--- src/ick_map.svh ---
`ifndef ICK_MAP_SVH
`define ICK_MAP_SVH


// Key widths, covering the highest field of each format.
`define ICK_K7_W 375
`define ICK_K5_W 377

// Seven-tuple key field positions.
`define ICK_K7_FRAG 180
`define ICK_K7_NFF 181
`define ICK_K7_OPT 182
`define ICK_K7_DSCP 183
`define ICK_K7_DHI 189
`define ICK_K7_DLO 205
`define ICK_K7_SHI 269
`define ICK_K7_SLO 285
`define ICK_K7_TU 349
`define ICK_K7_TCP 350
`define ICK_K7_SPORT 351
`define ICK_K7_RNG 367

// IPv6 five-tuple key field positions.
`define ICK_K5_DSCP 65
`define ICK_K5_DIP 71
`define ICK_K5_SIP 199
`define ICK_K5_PROTO 327
`define ICK_K5_TU 335
`define ICK_K5_TCP 336
`define ICK_K5_RNG 337
`define ICK_K5_PAY 345

// Header constants.
`define ICK_IHL_BASE 4'h5
`define ICK_PROTO_TCP 8'h06
`define ICK_PROTO_UDP 8'h11

// Register byte offsets and reset values.
`define ICK_REG_BOUNDS 8'h00
`define ICK_REG_TYPES 8'h20
`define ICK_REG_PVID 8'h24
`define ICK_REG_STAT 8'h28
`define ICK_RST_LO 16'h0000
`define ICK_RST_HI 16'hffff
`define ICK_RST_TYPE 3'h0
`define ICK_RST_PVID 12'h001

`endif

--- src/ick_pkg.sv ---
package ick_pkg;

    // Frame classes reported by the parser.
    typedef enum logic [2:0] {
        ICK_FT_LLC = 3'h0,
        ICK_FT_SNAP = 3'h1,
        ICK_FT_IPV4 = 3'h2,
        ICK_FT_IPV6 = 3'h3,
        ICK_FT_OAM = 3'h4,
        ICK_FT_ARP = 3'h5,
        ICK_FT_ETYPE = 3'h6
    } ick_frame_t;

    // Quantity a range checker tests.
    typedef enum logic [2:0] {
        ICK_RT_OFF = 3'h0,
        ICK_RT_SPORT = 3'h1,
        ICK_RT_DPORT = 3'h2,
        ICK_RT_EITHER = 3'h3,
        ICK_RT_VID = 3'h4,
        ICK_RT_DSCP = 3'h5
    } ick_rng_t;

endpackage

--- src/ick_key_builder.sv ---
// The APB slave port and the placing of the registers were chosen for this implementation.
`timescale 1ns/10ps
`include "ick_map.svh"
module ick_key_builder #(
    parameter int NUM_RNG = 8
) (
    input logic clk,
    input logic nrst,
    input logic psel,
    input logic penable,
    input logic pwrite,
    input logic [7:0] paddr,
    input logic [31:0] pwdata,
    output logic [31:0] prdata,
    output logic pready,
    output logic pslverr,
    input logic frm_valid,
    input ick_pkg::ick_frame_t frm_type,
    input logic ip_mf,
    input logic [12:0] ip_frag_ofs,
    input logic [3:0] ip_ihl,
    input logic [5:0] dscp_xlat,
    input logic [127:0] ip_dst,
    input logic [127:0] ip_src,
    input logic [7:0] l4_proto,
    input logic [31:0] l4_word,
    input logic [127:0] payload,
    input logic [7:0] llc_ctrl,
    input logic [39:0] snap_pid,
    input logic vlan_tagged,
    input logic [11:0] vlan_tag_vid,
    output logic key_valid,
    output logic [`ICK_K7_W-1:0] seven_tuple_key,
    output logic [`ICK_K5_W-1:0] ipv6_five_tuple_key
);
    import ick_pkg::*;

    // All flip-flops of the block in one record.
    typedef struct packed {
        logic [NUM_RNG-1:0][15:0] lo;
        logic [NUM_RNG-1:0][15:0] hi;
        logic [NUM_RNG-1:0][2:0] rtyp;
        logic [11:0] pvid;
        logic kvalid;
        logic [7:0] kcount;
        logic [7:0] lastrng;
        logic [31:0] prdata;
        logic [`ICK_K7_W-1:0] key7;
        logic [`ICK_K5_W-1:0] key5;
    } ick_state_t;

    ick_state_t st_q;
    ick_state_t st_d;
    logic [NUM_RNG-1:0] rng_hit;
    logic [`ICK_K7_W-1:0] k7_c;
    logic [`ICK_K5_W-1:0] k5_c;
    logic is4;
    logic is6;
    logic tu;
    logic tcp;
    logic [63:0] dlo;
    logic [63:0] slo;
    logic [11:0] rng_vid;
    logic acc;

    // Aligned address inside the map; shared by read, write, error.
    function automatic logic mapped(input logic [7:0] a);
        return (a[1:0] == 2'b00) &&
            (a < `ICK_REG_TYPES || a == `ICK_REG_TYPES ||
             a == `ICK_REG_PVID || a == `ICK_REG_STAT);
    endfunction

    // Eight consecutive payload bytes; byte 0 sits in the top lane.
    function automatic logic [63:0] pbytes(input logic [127:0] p,
                                           input int first);
        return p[127 - 8 * first -: 64];
    endfunction

    // Read value of one register, zero where nothing is mapped.
    function automatic logic [31:0] rd_word(input logic [7:0] a,
                                            input ick_state_t s);
        logic [31:0] w;
        w = 32'h0000_0000;
        if (!mapped(a)) begin
            w = 32'h0000_0000;
        end else if (a < `ICK_REG_TYPES) begin
            w = {s.hi[a[4:2]], s.lo[a[4:2]]};
        end else if (a == `ICK_REG_TYPES) begin
            w = {8'h00, s.rtyp};
        end else if (a == `ICK_REG_PVID) begin
            w = {20'h00000, s.pvid};
        end else begin
            w = {16'h0000, s.kcount, s.lastrng};
        end
        return w;
    endfunction

    // Untagged frames are checked against the port default VLAN.
    assign rng_vid = vlan_tagged ? vlan_tag_vid : st_q.pvid;

    // One checker per mask bit, each with its own bounds and type.
    for (genvar i = 0; i < NUM_RNG; i++) begin : g_rng
        ick_range_chk u_chk (
            .rtype(st_q.rtyp[i]),
            .lo(st_q.lo[i]),
            .hi(st_q.hi[i]),
            .port_ok(tu),
            .sport(l4_word[31:16]),
            .dport(l4_word[15:0]),
            .vid(rng_vid),
            .dscp(dscp_xlat),
            .hit(rng_hit[i])
        );
    end

    // Frame class decode.
    assign is4 = frm_type == ICK_FT_IPV4;
    assign is6 = frm_type == ICK_FT_IPV6;
    assign tu = (is4 || is6) &&
        (l4_proto == `ICK_PROTO_TCP || l4_proto == `ICK_PROTO_UDP);
    assign tcp = (is4 || is6) && l4_proto == `ICK_PROTO_TCP;

    // Overloaded address fields. Options are never skipped, so for
    // optioned IPv4 the layer-4 word is whatever follows 20 bytes.
    always_comb begin
        case (frm_type)
            ICK_FT_LLC: begin
                dlo = pbytes(payload, 7);
                slo = {llc_ctrl, payload[127:72]};
            end
            ICK_FT_SNAP: begin
                dlo = pbytes(payload, 5);
                slo = {snap_pid[23:0], payload[127:88]};
            end
            ICK_FT_IPV4: begin
                dlo = {32'h0000_0000, ip_dst[31:0]};
                slo = {32'h0000_0000, ip_src[31:0]};
            end
            ICK_FT_IPV6: begin
                dlo = ip_dst[63:0];
                slo = ip_src[63:0];
            end
            ICK_FT_OAM, ICK_FT_ARP, ICK_FT_ETYPE: begin
                dlo = pbytes(payload, 8);
                slo = pbytes(payload, 0);
            end
            default: begin
                dlo = 64'h0;
                slo = 64'h0;
            end
        endcase
    end

    // Both key formats come from the same parse in the same cycle.
    // Bits below 180 of the seven-tuple key belong elsewhere.
    always_comb begin
        k7_c = '0;
        k5_c = '0;
        k7_c[`ICK_K7_FRAG] = is4 && (ip_mf || ip_frag_ofs != 13'h0);
        k7_c[`ICK_K7_NFF] = is4 && ip_frag_ofs != 13'h0;
        k7_c[`ICK_K7_OPT] = is4 && ip_ihl > `ICK_IHL_BASE;
        k7_c[`ICK_K7_DSCP +: 6] = dscp_xlat;
        k7_c[`ICK_K7_DLO +: 64] = dlo;
        k7_c[`ICK_K7_SLO +: 64] = slo;
        k7_c[`ICK_K7_TU] = tu;
        k7_c[`ICK_K7_TCP] = tcp;
        k7_c[`ICK_K7_SPORT +: 16] = tu ? l4_word[31:16] : 16'h0000;
        k7_c[`ICK_K7_RNG +: 8] = rng_hit;
        k5_c[`ICK_K5_DSCP +: 6] = dscp_xlat;
        k5_c[`ICK_K5_RNG +: 8] = rng_hit;
        if (is6) begin
            k7_c[`ICK_K7_DHI +: 16] = ip_dst[127:112];
            k7_c[`ICK_K7_SHI +: 16] = ip_src[127:112];
            k5_c[`ICK_K5_DIP +: 128] = ip_dst;
            k5_c[`ICK_K5_SIP +: 128] = ip_src;
            k5_c[`ICK_K5_PROTO +: 8] = l4_proto;
            k5_c[`ICK_K5_TU] = tu;
            k5_c[`ICK_K5_TCP] = tcp;
            k5_c[`ICK_K5_PAY +: 32] = l4_word;
        end
    end

    // APB access phase; the slave never inserts wait states.
    assign acc = psel && penable;

    // Next state: register writes, read capture and key capture.
    // Read data is captured in the setup cycle so prdata is a flop.
    always_comb begin
        st_d = st_q;
        if (psel && !penable) begin
            st_d.prdata = rd_word(paddr, st_q);
        end
        if (acc && pwrite && mapped(paddr)) begin
            if (paddr < `ICK_REG_TYPES) begin
                st_d.lo[paddr[4:2]] = pwdata[15:0];
                st_d.hi[paddr[4:2]] = pwdata[31:16];
            end else if (paddr == `ICK_REG_TYPES) begin
                st_d.rtyp = pwdata[23:0];
            end else if (paddr == `ICK_REG_PVID) begin
                st_d.pvid = pwdata[11:0];
            end
        end
        st_d.kvalid = frm_valid;
        if (frm_valid) begin
            st_d.key7 = k7_c;
            st_d.key5 = k5_c;
            st_d.lastrng = rng_hit;
            st_d.kcount = st_q.kcount + 8'h01;
        end
    end

    // State register with synchronous reset.
    always_ff @(posedge clk) begin
        if (!nrst) begin
            st_q <= '0;
            st_q.lo <= {NUM_RNG{`ICK_RST_LO}};
            st_q.hi <= {NUM_RNG{`ICK_RST_HI}};
            st_q.rtyp <= {NUM_RNG{`ICK_RST_TYPE}};
            st_q.pvid <= `ICK_RST_PVID;
        end else begin
            st_q <= st_d;
        end
    end

    // Outputs.
    assign prdata = st_q.prdata;
    assign pready = 1'b1;
    assign pslverr = acc && !mapped(paddr);
    assign key_valid = st_q.kvalid;
    assign seven_tuple_key = st_q.key7;
    assign ipv6_five_tuple_key = st_q.key5;
endmodule // ick_key_builder

--- src/ick_range_chk.sv ---
`timescale 1ns/10ps
module ick_range_chk (
    input logic [2:0] rtype,
    input logic [15:0] lo,
    input logic [15:0] hi,
    input logic port_ok,
    input logic [15:0] sport,
    input logic [15:0] dport,
    input logic [11:0] vid,
    input logic [5:0] dscp,
    output logic hit
);
    import ick_pkg::*;

    // Inclusive bound test shared by every range type except ICK_RT_OFF.
    function automatic logic in_rng(input logic [15:0] v,
                                    input logic [15:0] l,
                                    input logic [15:0] h);
        return (v >= l) && (v <= h);
    endfunction

    // Port ranges only count for frames that really carry ports.
    always_comb begin
        case (ick_rng_t'(rtype))
            ICK_RT_SPORT: hit = port_ok && in_rng(sport, lo, hi);
            ICK_RT_DPORT: hit = port_ok && in_rng(dport, lo, hi);
            ICK_RT_EITHER: hit = port_ok &&
                (in_rng(sport, lo, hi) || in_rng(dport, lo, hi));
            ICK_RT_VID: hit = in_rng({4'h0, vid}, lo, hi);
            ICK_RT_DSCP: hit = in_rng({10'h000, dscp}, lo, hi);
            default: hit = 1'b0;
        endcase
    end
endmodule // ick_range_chk

--- config.mk ---
export PLATFORM = sky130hd
export DESIGN_NAME = ick_key_builder
export DESIGN_NICKNAME = d
export VERILOG_FILES = /design/src/ick_pkg.sv /design/src/ick_key_builder.sv /design/src/ick_range_chk.sv
export VERILOG_INCLUDE_DIRS = /design/src
export SDC_FILE = /design/constraint.sdc
export NUM_CORES = 2
export LEC_CHECK = 0
export BUFFER_PORTS_ARGS = -buffer_cell sky130_fd_sc_hd__buf_4
export CORE_AREA = 2 2 521 523
export CTS_CLUSTER_SIZE = 25
export DETAILED_ROUTE_END_ITERATION = 10
export DIE_AREA = 0 0 523 525
export PLACE_DENSITY = 0.5
export REMOVE_ABC_BUFFERS = 1
export SYNTH_ARGS = -nofsm -noshare
export SYNTH_HDL_FRONTEND = slang
export SYNTH_HIERARCHICAL = 1
export SYNTH_SLANG_ARGS = --single-unit
export TNS_END_PERCENT = 10
--- constraint.sdc ---
create_clock -name clk -period 6.8 [get_ports clk]
set_input_delay 1.36 -clock clk [delete_from_list [all_inputs] [get_ports clk]]
set_output_delay 1.36 -clock clk [all_outputs]
set_load 0.01 [all_outputs]
# After elaboration in Yosys (flattened, before gate mapping)
# Index checks and enable logic that the tools add are counted.
dict set report totals {
  register_bits 848
  inputBits 558
  output_inout_bits 787
  wordCells 272
}
dict set report classes {
  add_sub_neg 1
  n_lt_le_gt_ge 68
  eq_ne 51
  muxes 28
  bitwise 2
  n_reduce_logical 91
}
# op n
set ops {}
lappend ops {{64-bit one-hot mux with 5 select lines} 2}
lappend ops {{266-bit 2-to-1 mux} 1}
lappend ops {{128-bit bitwise mux} 2}
lappend ops {{16-bit >= comparator} 16}
lappend ops {{16-bit less-or-equal comparator} 16}
lappend ops {{12-bit by 16-bit >= comparator with 1-bit output} 8}
lappend ops {{6-bit by 16-bit >= comparator with 1-bit output} 8}
lappend ops {{12-bit by 16-bit less-or-equal comparator with 1-bit output} 8}
lappend ops {{6-bit by 16-bit less-or-equal comparator with 1-bit output} 8}
lappend ops {{16-bit 2-to-1 mux} 7}
lappend ops {{16-bit binary-select mux with 3-bit select} 2}
lappend ops {{32-bit 2-to-1 mux} 3}
lappend ops {{1-bit logical AND} 68}
lappend ops {{3-bit equality test (second input constant)} 19}
lappend ops {{3-bit by 2-bit equality test with 1-bit output (second input constant)} 18}
lappend ops {{16-bit demux with 3-bit select} 1}
lappend ops {{1-bit one-hot mux with 5 select lines} 8}
lappend ops {{3-bit by 1-bit equality test with 1-bit output (second input constant)} 9}
lappend ops {{8-bit by 6-bit equality test with 1-bit output (second input constant)} 3}
lappend ops {{24-bit 2-to-1 mux} 1}
lappend ops {{1-bit logical OR} 14}
lappend ops {{13-bit nonzero test} 1}
lappend ops {{12-bit 2-to-1 mux} 1}
lappend ops {{8-bit by 1-bit adder with 8-bit output (second input constant)} 1}
lappend ops {{other kinds (14)} 16}

# Depth between registers and ports, before layout
dict set report logic_depth {
  depth_word 7
  depth_mapped 11
  ltp_nobuf 11
}

# Hierarchy
# The synthesis kept the hierarchy.
# mod n_inst cells_per_inst area_each_um2 seq_area_each_um2
set by_module_without_submodules {}
lappend by_module_without_submodules {ick_key_builder 1 4146 37945.1 15895.2}
lappend by_module_without_submodules {ick_range_chk 8 295 2313.5 0.0}

# Worst setup path after synthesis
# Ideal clock, no wire load.
dict set report synth_timing {
  path_kind {in2out}
  startpoint {in paddr[2]}
  endpoint {out pslverr}
  t_arrival_ps 2596
  required_time_ps 5440
  slack_ps 2844
  cell_stages 6
  path_buffers 3
  path_cell_list {clkbuf_1 -> buf_2 -> a21o_1 -> a211oi_2 -> buf_2 -> a21oi_1}
}
dict set report synth_between {
  elab_chain_len 7
  elab_cells_between_ends 10
  cone_classes {1 x order compare; 3 x eq/ne; 6 x reduce/logical}
}
# element line_no
set synth_rtl {}
lappend synth_rtl {{start, declared} ick_key_builder.sv:12} ;# input logic [7:0] paddr,
lappend synth_rtl {{8-bit by 6-bit less-than comparator with 1-bit output (no source line) or 8-bit by 6-bit equality test with 1-bit output (tied branches)} -}
lappend synth_rtl {{1-bit logical OR (no source line) (2 in a row)} -}
lappend synth_rtl {{1-bit logical OR (no source line) *} -}
lappend synth_rtl {{1-bit logical AND *} ick_key_builder.sv:68} ;# return (a[1:0] == 2'b00) &&
lappend synth_rtl {{1-bit zero test *} ick_key_builder.sv:228} ;# assign pslverr = acc && !mapped(paddr);
lappend synth_rtl {{1-bit logical AND *} ick_key_builder.sv:228}
lappend synth_rtl {{end, declared} ick_key_builder.sv:16} ;# output logic pslverr,
# Mark *: on every way between the ends. The rest lies on a longest branch, timed or not.

# Worst setup path after layout
# Same ends and word-level chain as after synthesis.

==> impl_metrics.env <==
export IMPL_clock_tree_from_tritoncts="yes"
export IMPL_layout_drive_gt1_share_pct=21.2
export IMPL_power_frac_seq_pct=37.1
export IMPL_place_gp_congestion=0.971
export IMPL_final_cell_count_no_fill=10565
export IMPL_grt_setup_unrepaired="false"
export IMPL_ant_nets=0
export IMPL_post_cts_repair_setup_buffers=0
export IMPL_finalCriticalPeriod_ps=4120
export IMPL_groute_usage_overall_pct=23.4
export IMPL_main_combinational_cell_family_by_area_after_synthesis="compound AO/OA/AOI/OAI gates"
export IMPL_slew_violations=0
export IMPL_post_synthesis_share_of_cell_area_spent_on_xor_and_xnor_gates_pct=0.0776
export IMPL_dieHeight_um=525
export IMPL_timing_final_hold_violations=0
export IMPL_power_combinational_fraction_pct=15.1
export IMPL_synth_adder_area_share_pct=17.8
export IMPL_placed_cells_incl_taps=10333
export IMPL_vdd_drop_max_mv=0.186
export IMPL_largest_net_degree_at_the_start_of_global_routing=154
export IMPL_switching_fraction_pct=30.1
export IMPL_ctsHoldBuffers=0
export IMPL_netlist_area_sq_um=56500
export IMPL_critPathMostFrequentCell="sky130_fd_sc_hd__buf_4"
export IMPL_postSynthAreaPerCell_sq_um=8.68
export IMPL_die_width_um=523
export IMPL_cts_resized_gates=0
export IMPL_total_power_mw=13.0
export IMPL_worst_path_max_delay_cell="sky130_fd_sc_hd__buf_4"
export IMPL_crit_path_max_incr_delay_ps=530
export IMPL_design_die_area_sq_um=275000
export IMPL_first_pass_grt_wire_length_um=441000
export IMPL_cts_buffers=109
export IMPL_outcome="finished, final reports clean"
export IMPL_synth_mux_area_share_pct=3.98
export IMPL_worstSkewPairLatency_ps=840
export IMPL_synth_async_sr_flop_share_pct=0
export IMPL_total_switching_power_mw=3.90
export IMPL_hpwlAfterDp_um=264000
export IMPL_worst_slew_pin_tran_ps=1340
export IMPL_clk_path_buf_depth=4
export IMPL_core_rowCount=191
export IMPL_dr_total_vias=52807
export IMPL_detail_route_iter0_violations=5754
export IMPL_maximum_fanout_along_the_worst_path=32
export IMPL_synth_enable_flop_cells=0
export IMPL_critical_path_top_delay_family="buffers and inverters"
export IMPL_routed_wirelength_um=337000
export IMPL_synth_cell_types=70
export IMPL_core_area_sq_um=269000
export IMPL_grt_overflow_total=0
export IMPL_synth_warning_count=6
export IMPL_setup_viol=0
export IMPL_fill_count=29063
export IMPL_setup_worst_path_start_class="primary input"
export IMPL_setup_tns_final_ps=0
export IMPL_fin_skew_ps=59.5
export IMPL_fraction_of_the_mapped_netlist_area_in_compound_gates_pct=20.4
export IMPL_cts_htree_levels=3
export IMPL_max_cap_violations=0
export IMPL_finish_net_count=8234
export IMPL_synth_simple_gate_area_share_pct=14.7
export IMPL_netlist_instances=6506
export IMPL_clkTransAtPathRegs_ps=60
export IMPL_start_util_pct=21.0
export IMPL_sequential_cell_area_fraction_in_the_yosys_report_pct=28.2
export IMPL_placed_cell_area_sq_um=63300
export IMPL_cts_root_buf="sky130_fd_sc_hd__clkbuf_16"
export IMPL_timing_slew_headroom_pct=10.4
export IMPL_crit_path_cell_trace="buf_4 -> a21o_1 -> a211oi_2 -> a21oi_1 -> buf_4"
export IMPL_end_kind="output port"
export IMPL_main_synth_ff_type="sky130_fd_sc_hd__dfxtp_1"
export IMPL_timing_final_crit_share_pct=60.6
export IMPL_critical_path_arrival_ps=2760
export IMPL_port_buffer_count=1081
export IMPL_category_of_the_critical_setup_timing_path="in2out"
export IMPL_final_design_area_no_fill_sq_um=67100
export IMPL_min_path_type="reg2reg"
export IMPL_finalHoldWorstSlack_ps=455
export IMPL_detail_route_first_pass_iterations=8
export IMPL_via_count_of_the_first_global_routing_pass=48338
export IMPL_cp_required_ps=5440
export IMPL_postSynthRegisterBits=794
export IMPL_p_clk_share_pct=47.8
export IMPL_wl_per_cell_um=31.9
export IMPL_internal_power_mw=9.06
export IMPL_worst_path_buf_inv=2
export IMPL_static_leakage_power_nw=30.2
export IMPL_flow_area_growth_from_synthesis_pct=18.9
export IMPL_max_freq_mhz=243
export IMPL_ioPinCount=1345
export IMPL_pwr_density_cell_nw_per_um2=193
export IMPL_avgViaCountPerCell=5.00
export IMPL_drt_drc_violations_left=0
export IMPL_sinks_on_the_clock_net=794
export IMPL_grt_antenna_before_repair=72
[cell usage in the layout (no fill, tap or decap), drive strengths merged, types with 67 or more instances in the layout]
cell type | Yosys | routed
a21oi | 348 | 348
buf | 878 | 1148
mux2i | 67 | 67
nand3 | 249 | 249
clkbuf | 256 | 147
conb | 2 | 246
a21o | 115 | 115
inv | 283 | 287
dfxtp | 794 | 794
nand2 | 843 | 843
ha | 801 | 801
o21ai | 211 | 211
a22oi | 129 | 129
nor2 | 104 | 104
a22o | 253 | 253
nor2b | 107 | 107
a21boi | 236 | 236
nand4 | 162 | 162
[cells in the mapped netlist, drive strengths merged (22+ instances only)]
master / count / area (sq um)
a32o: 33 / 330
a21o: 115 / 863
mux4: 64 / 1440
a21oi: 348 / 1740
a211oi: 34 / 265
nand2b: 35 / 219
a21boi: 236 / 1770
nor3: 54 / 315
ha: 801 / 10000
dfxtp: 794 / 15900
nand2: 843 / 3160
nand3: 249 / 1250
o211ai: 55 / 413
clkbuf: 256 / 962
a221oi: 64 / 561
o31ai: 42 / 315
nor4: 44 / 378
nand4: 162 / 1010
buf: 878 / 6390
or4: 22 / 199
a22oi: 129 / 968
o21ai: 211 / 1060
nor2b: 107 / 669
inv: 283 / 1060
mux2i: 67 / 671
nor2: 104 / 390
a22o: 253 / 2220
[path summary, 6_finish.rpt]
check | start | cells after the start | slack (ps) | to
hold / removal | seven_tuple_key[331]$_SDFFE_PN0P_ | 2 | 450 | seven_tuple_key[331]$_SDFFE_PN0P_
setup / recovery | paddr[2] | 5 | 2680 | pslverr
setup reg to reg | st_q[802]$_SDFFE_PN0P_ | 10 | 3620 | st_q[790]$_SDFFE_PN0P_
hold reg to reg | seven_tuple_key[331]$_SDFFE_PN0P_ | 2 | 450 | seven_tuple_key[331]$_SDFFE_PN0P_
[power by group through the flow]
stage | Combinational, mW | Sequential [mW] | Clock, mW
finish | 1.96 | 4.81 | 6.19
global route | 2.07 | 4.81 | 6.46
CTS | 1.93 | 4.80 | 6.31
detailed placement | 1.92 | 4.90 | 0
global placement | 1.90 | 4.90 | 0
floorplan | 0.719 | 4.91 | 0
[cell families after synthesis]
kind of cell | count (synthesis)
flops | 794
xor+xnor | 5
compound gates | 1641
buf+inv | 1417
mux | 143
simple gates | 1703
other cells | 2
fa+ha+maj | 801
[sequential cells by signal (all words and copies together), names as in the netlist]
signal and flops:
st_q 307, key_valid 1, seven_tuple_key 187, prdata 32
ipv6_five_tuple_key 267
[tightest hold or removal path, stage by stage (launching register included)]
cell and delay [ps]:
sky130_fd_sc_hd__dfxtp_1 320, sky130_fd_sc_hd__nand2_1 40, sky130_fd_sc_hd__o21ai_0 60
[final cells by class]
cell class                 instances  area [sq um]  area share [%]
sequential                       794         15900            23.7
tap                             3570          4470            6.65
antenna                           34          85.1           0.127
clock buffer                     147          3060            4.56
inverter                         283          1070            1.59
clock inverter                    50           651           0.969
multi-input combinational       4539         33200            49.4
timing repair buffer            1148          8750            13.0
[layer usage]
layer  vias up  share of wire (%)  global-route usage, %
li1      23389                  -                      -
met1     26203                 46                   32.8
met2      2727                 40                   33.0
met3       472                8.9                   6.24
met4        16                4.9                   10.1
met5         -              0.031                      0
[stage by stage]
stage | utilization [%] | worst slack, ps
CTS | 24.9 | 2630
global placement | 23.5 | 2260
finish | 24.9 | 2680
detailed placement | 23.5 | 2270
global route | 24.9 | 2540
floorplan | - | -7030
No activity file was read; power rests on OpenSTA's default activity.
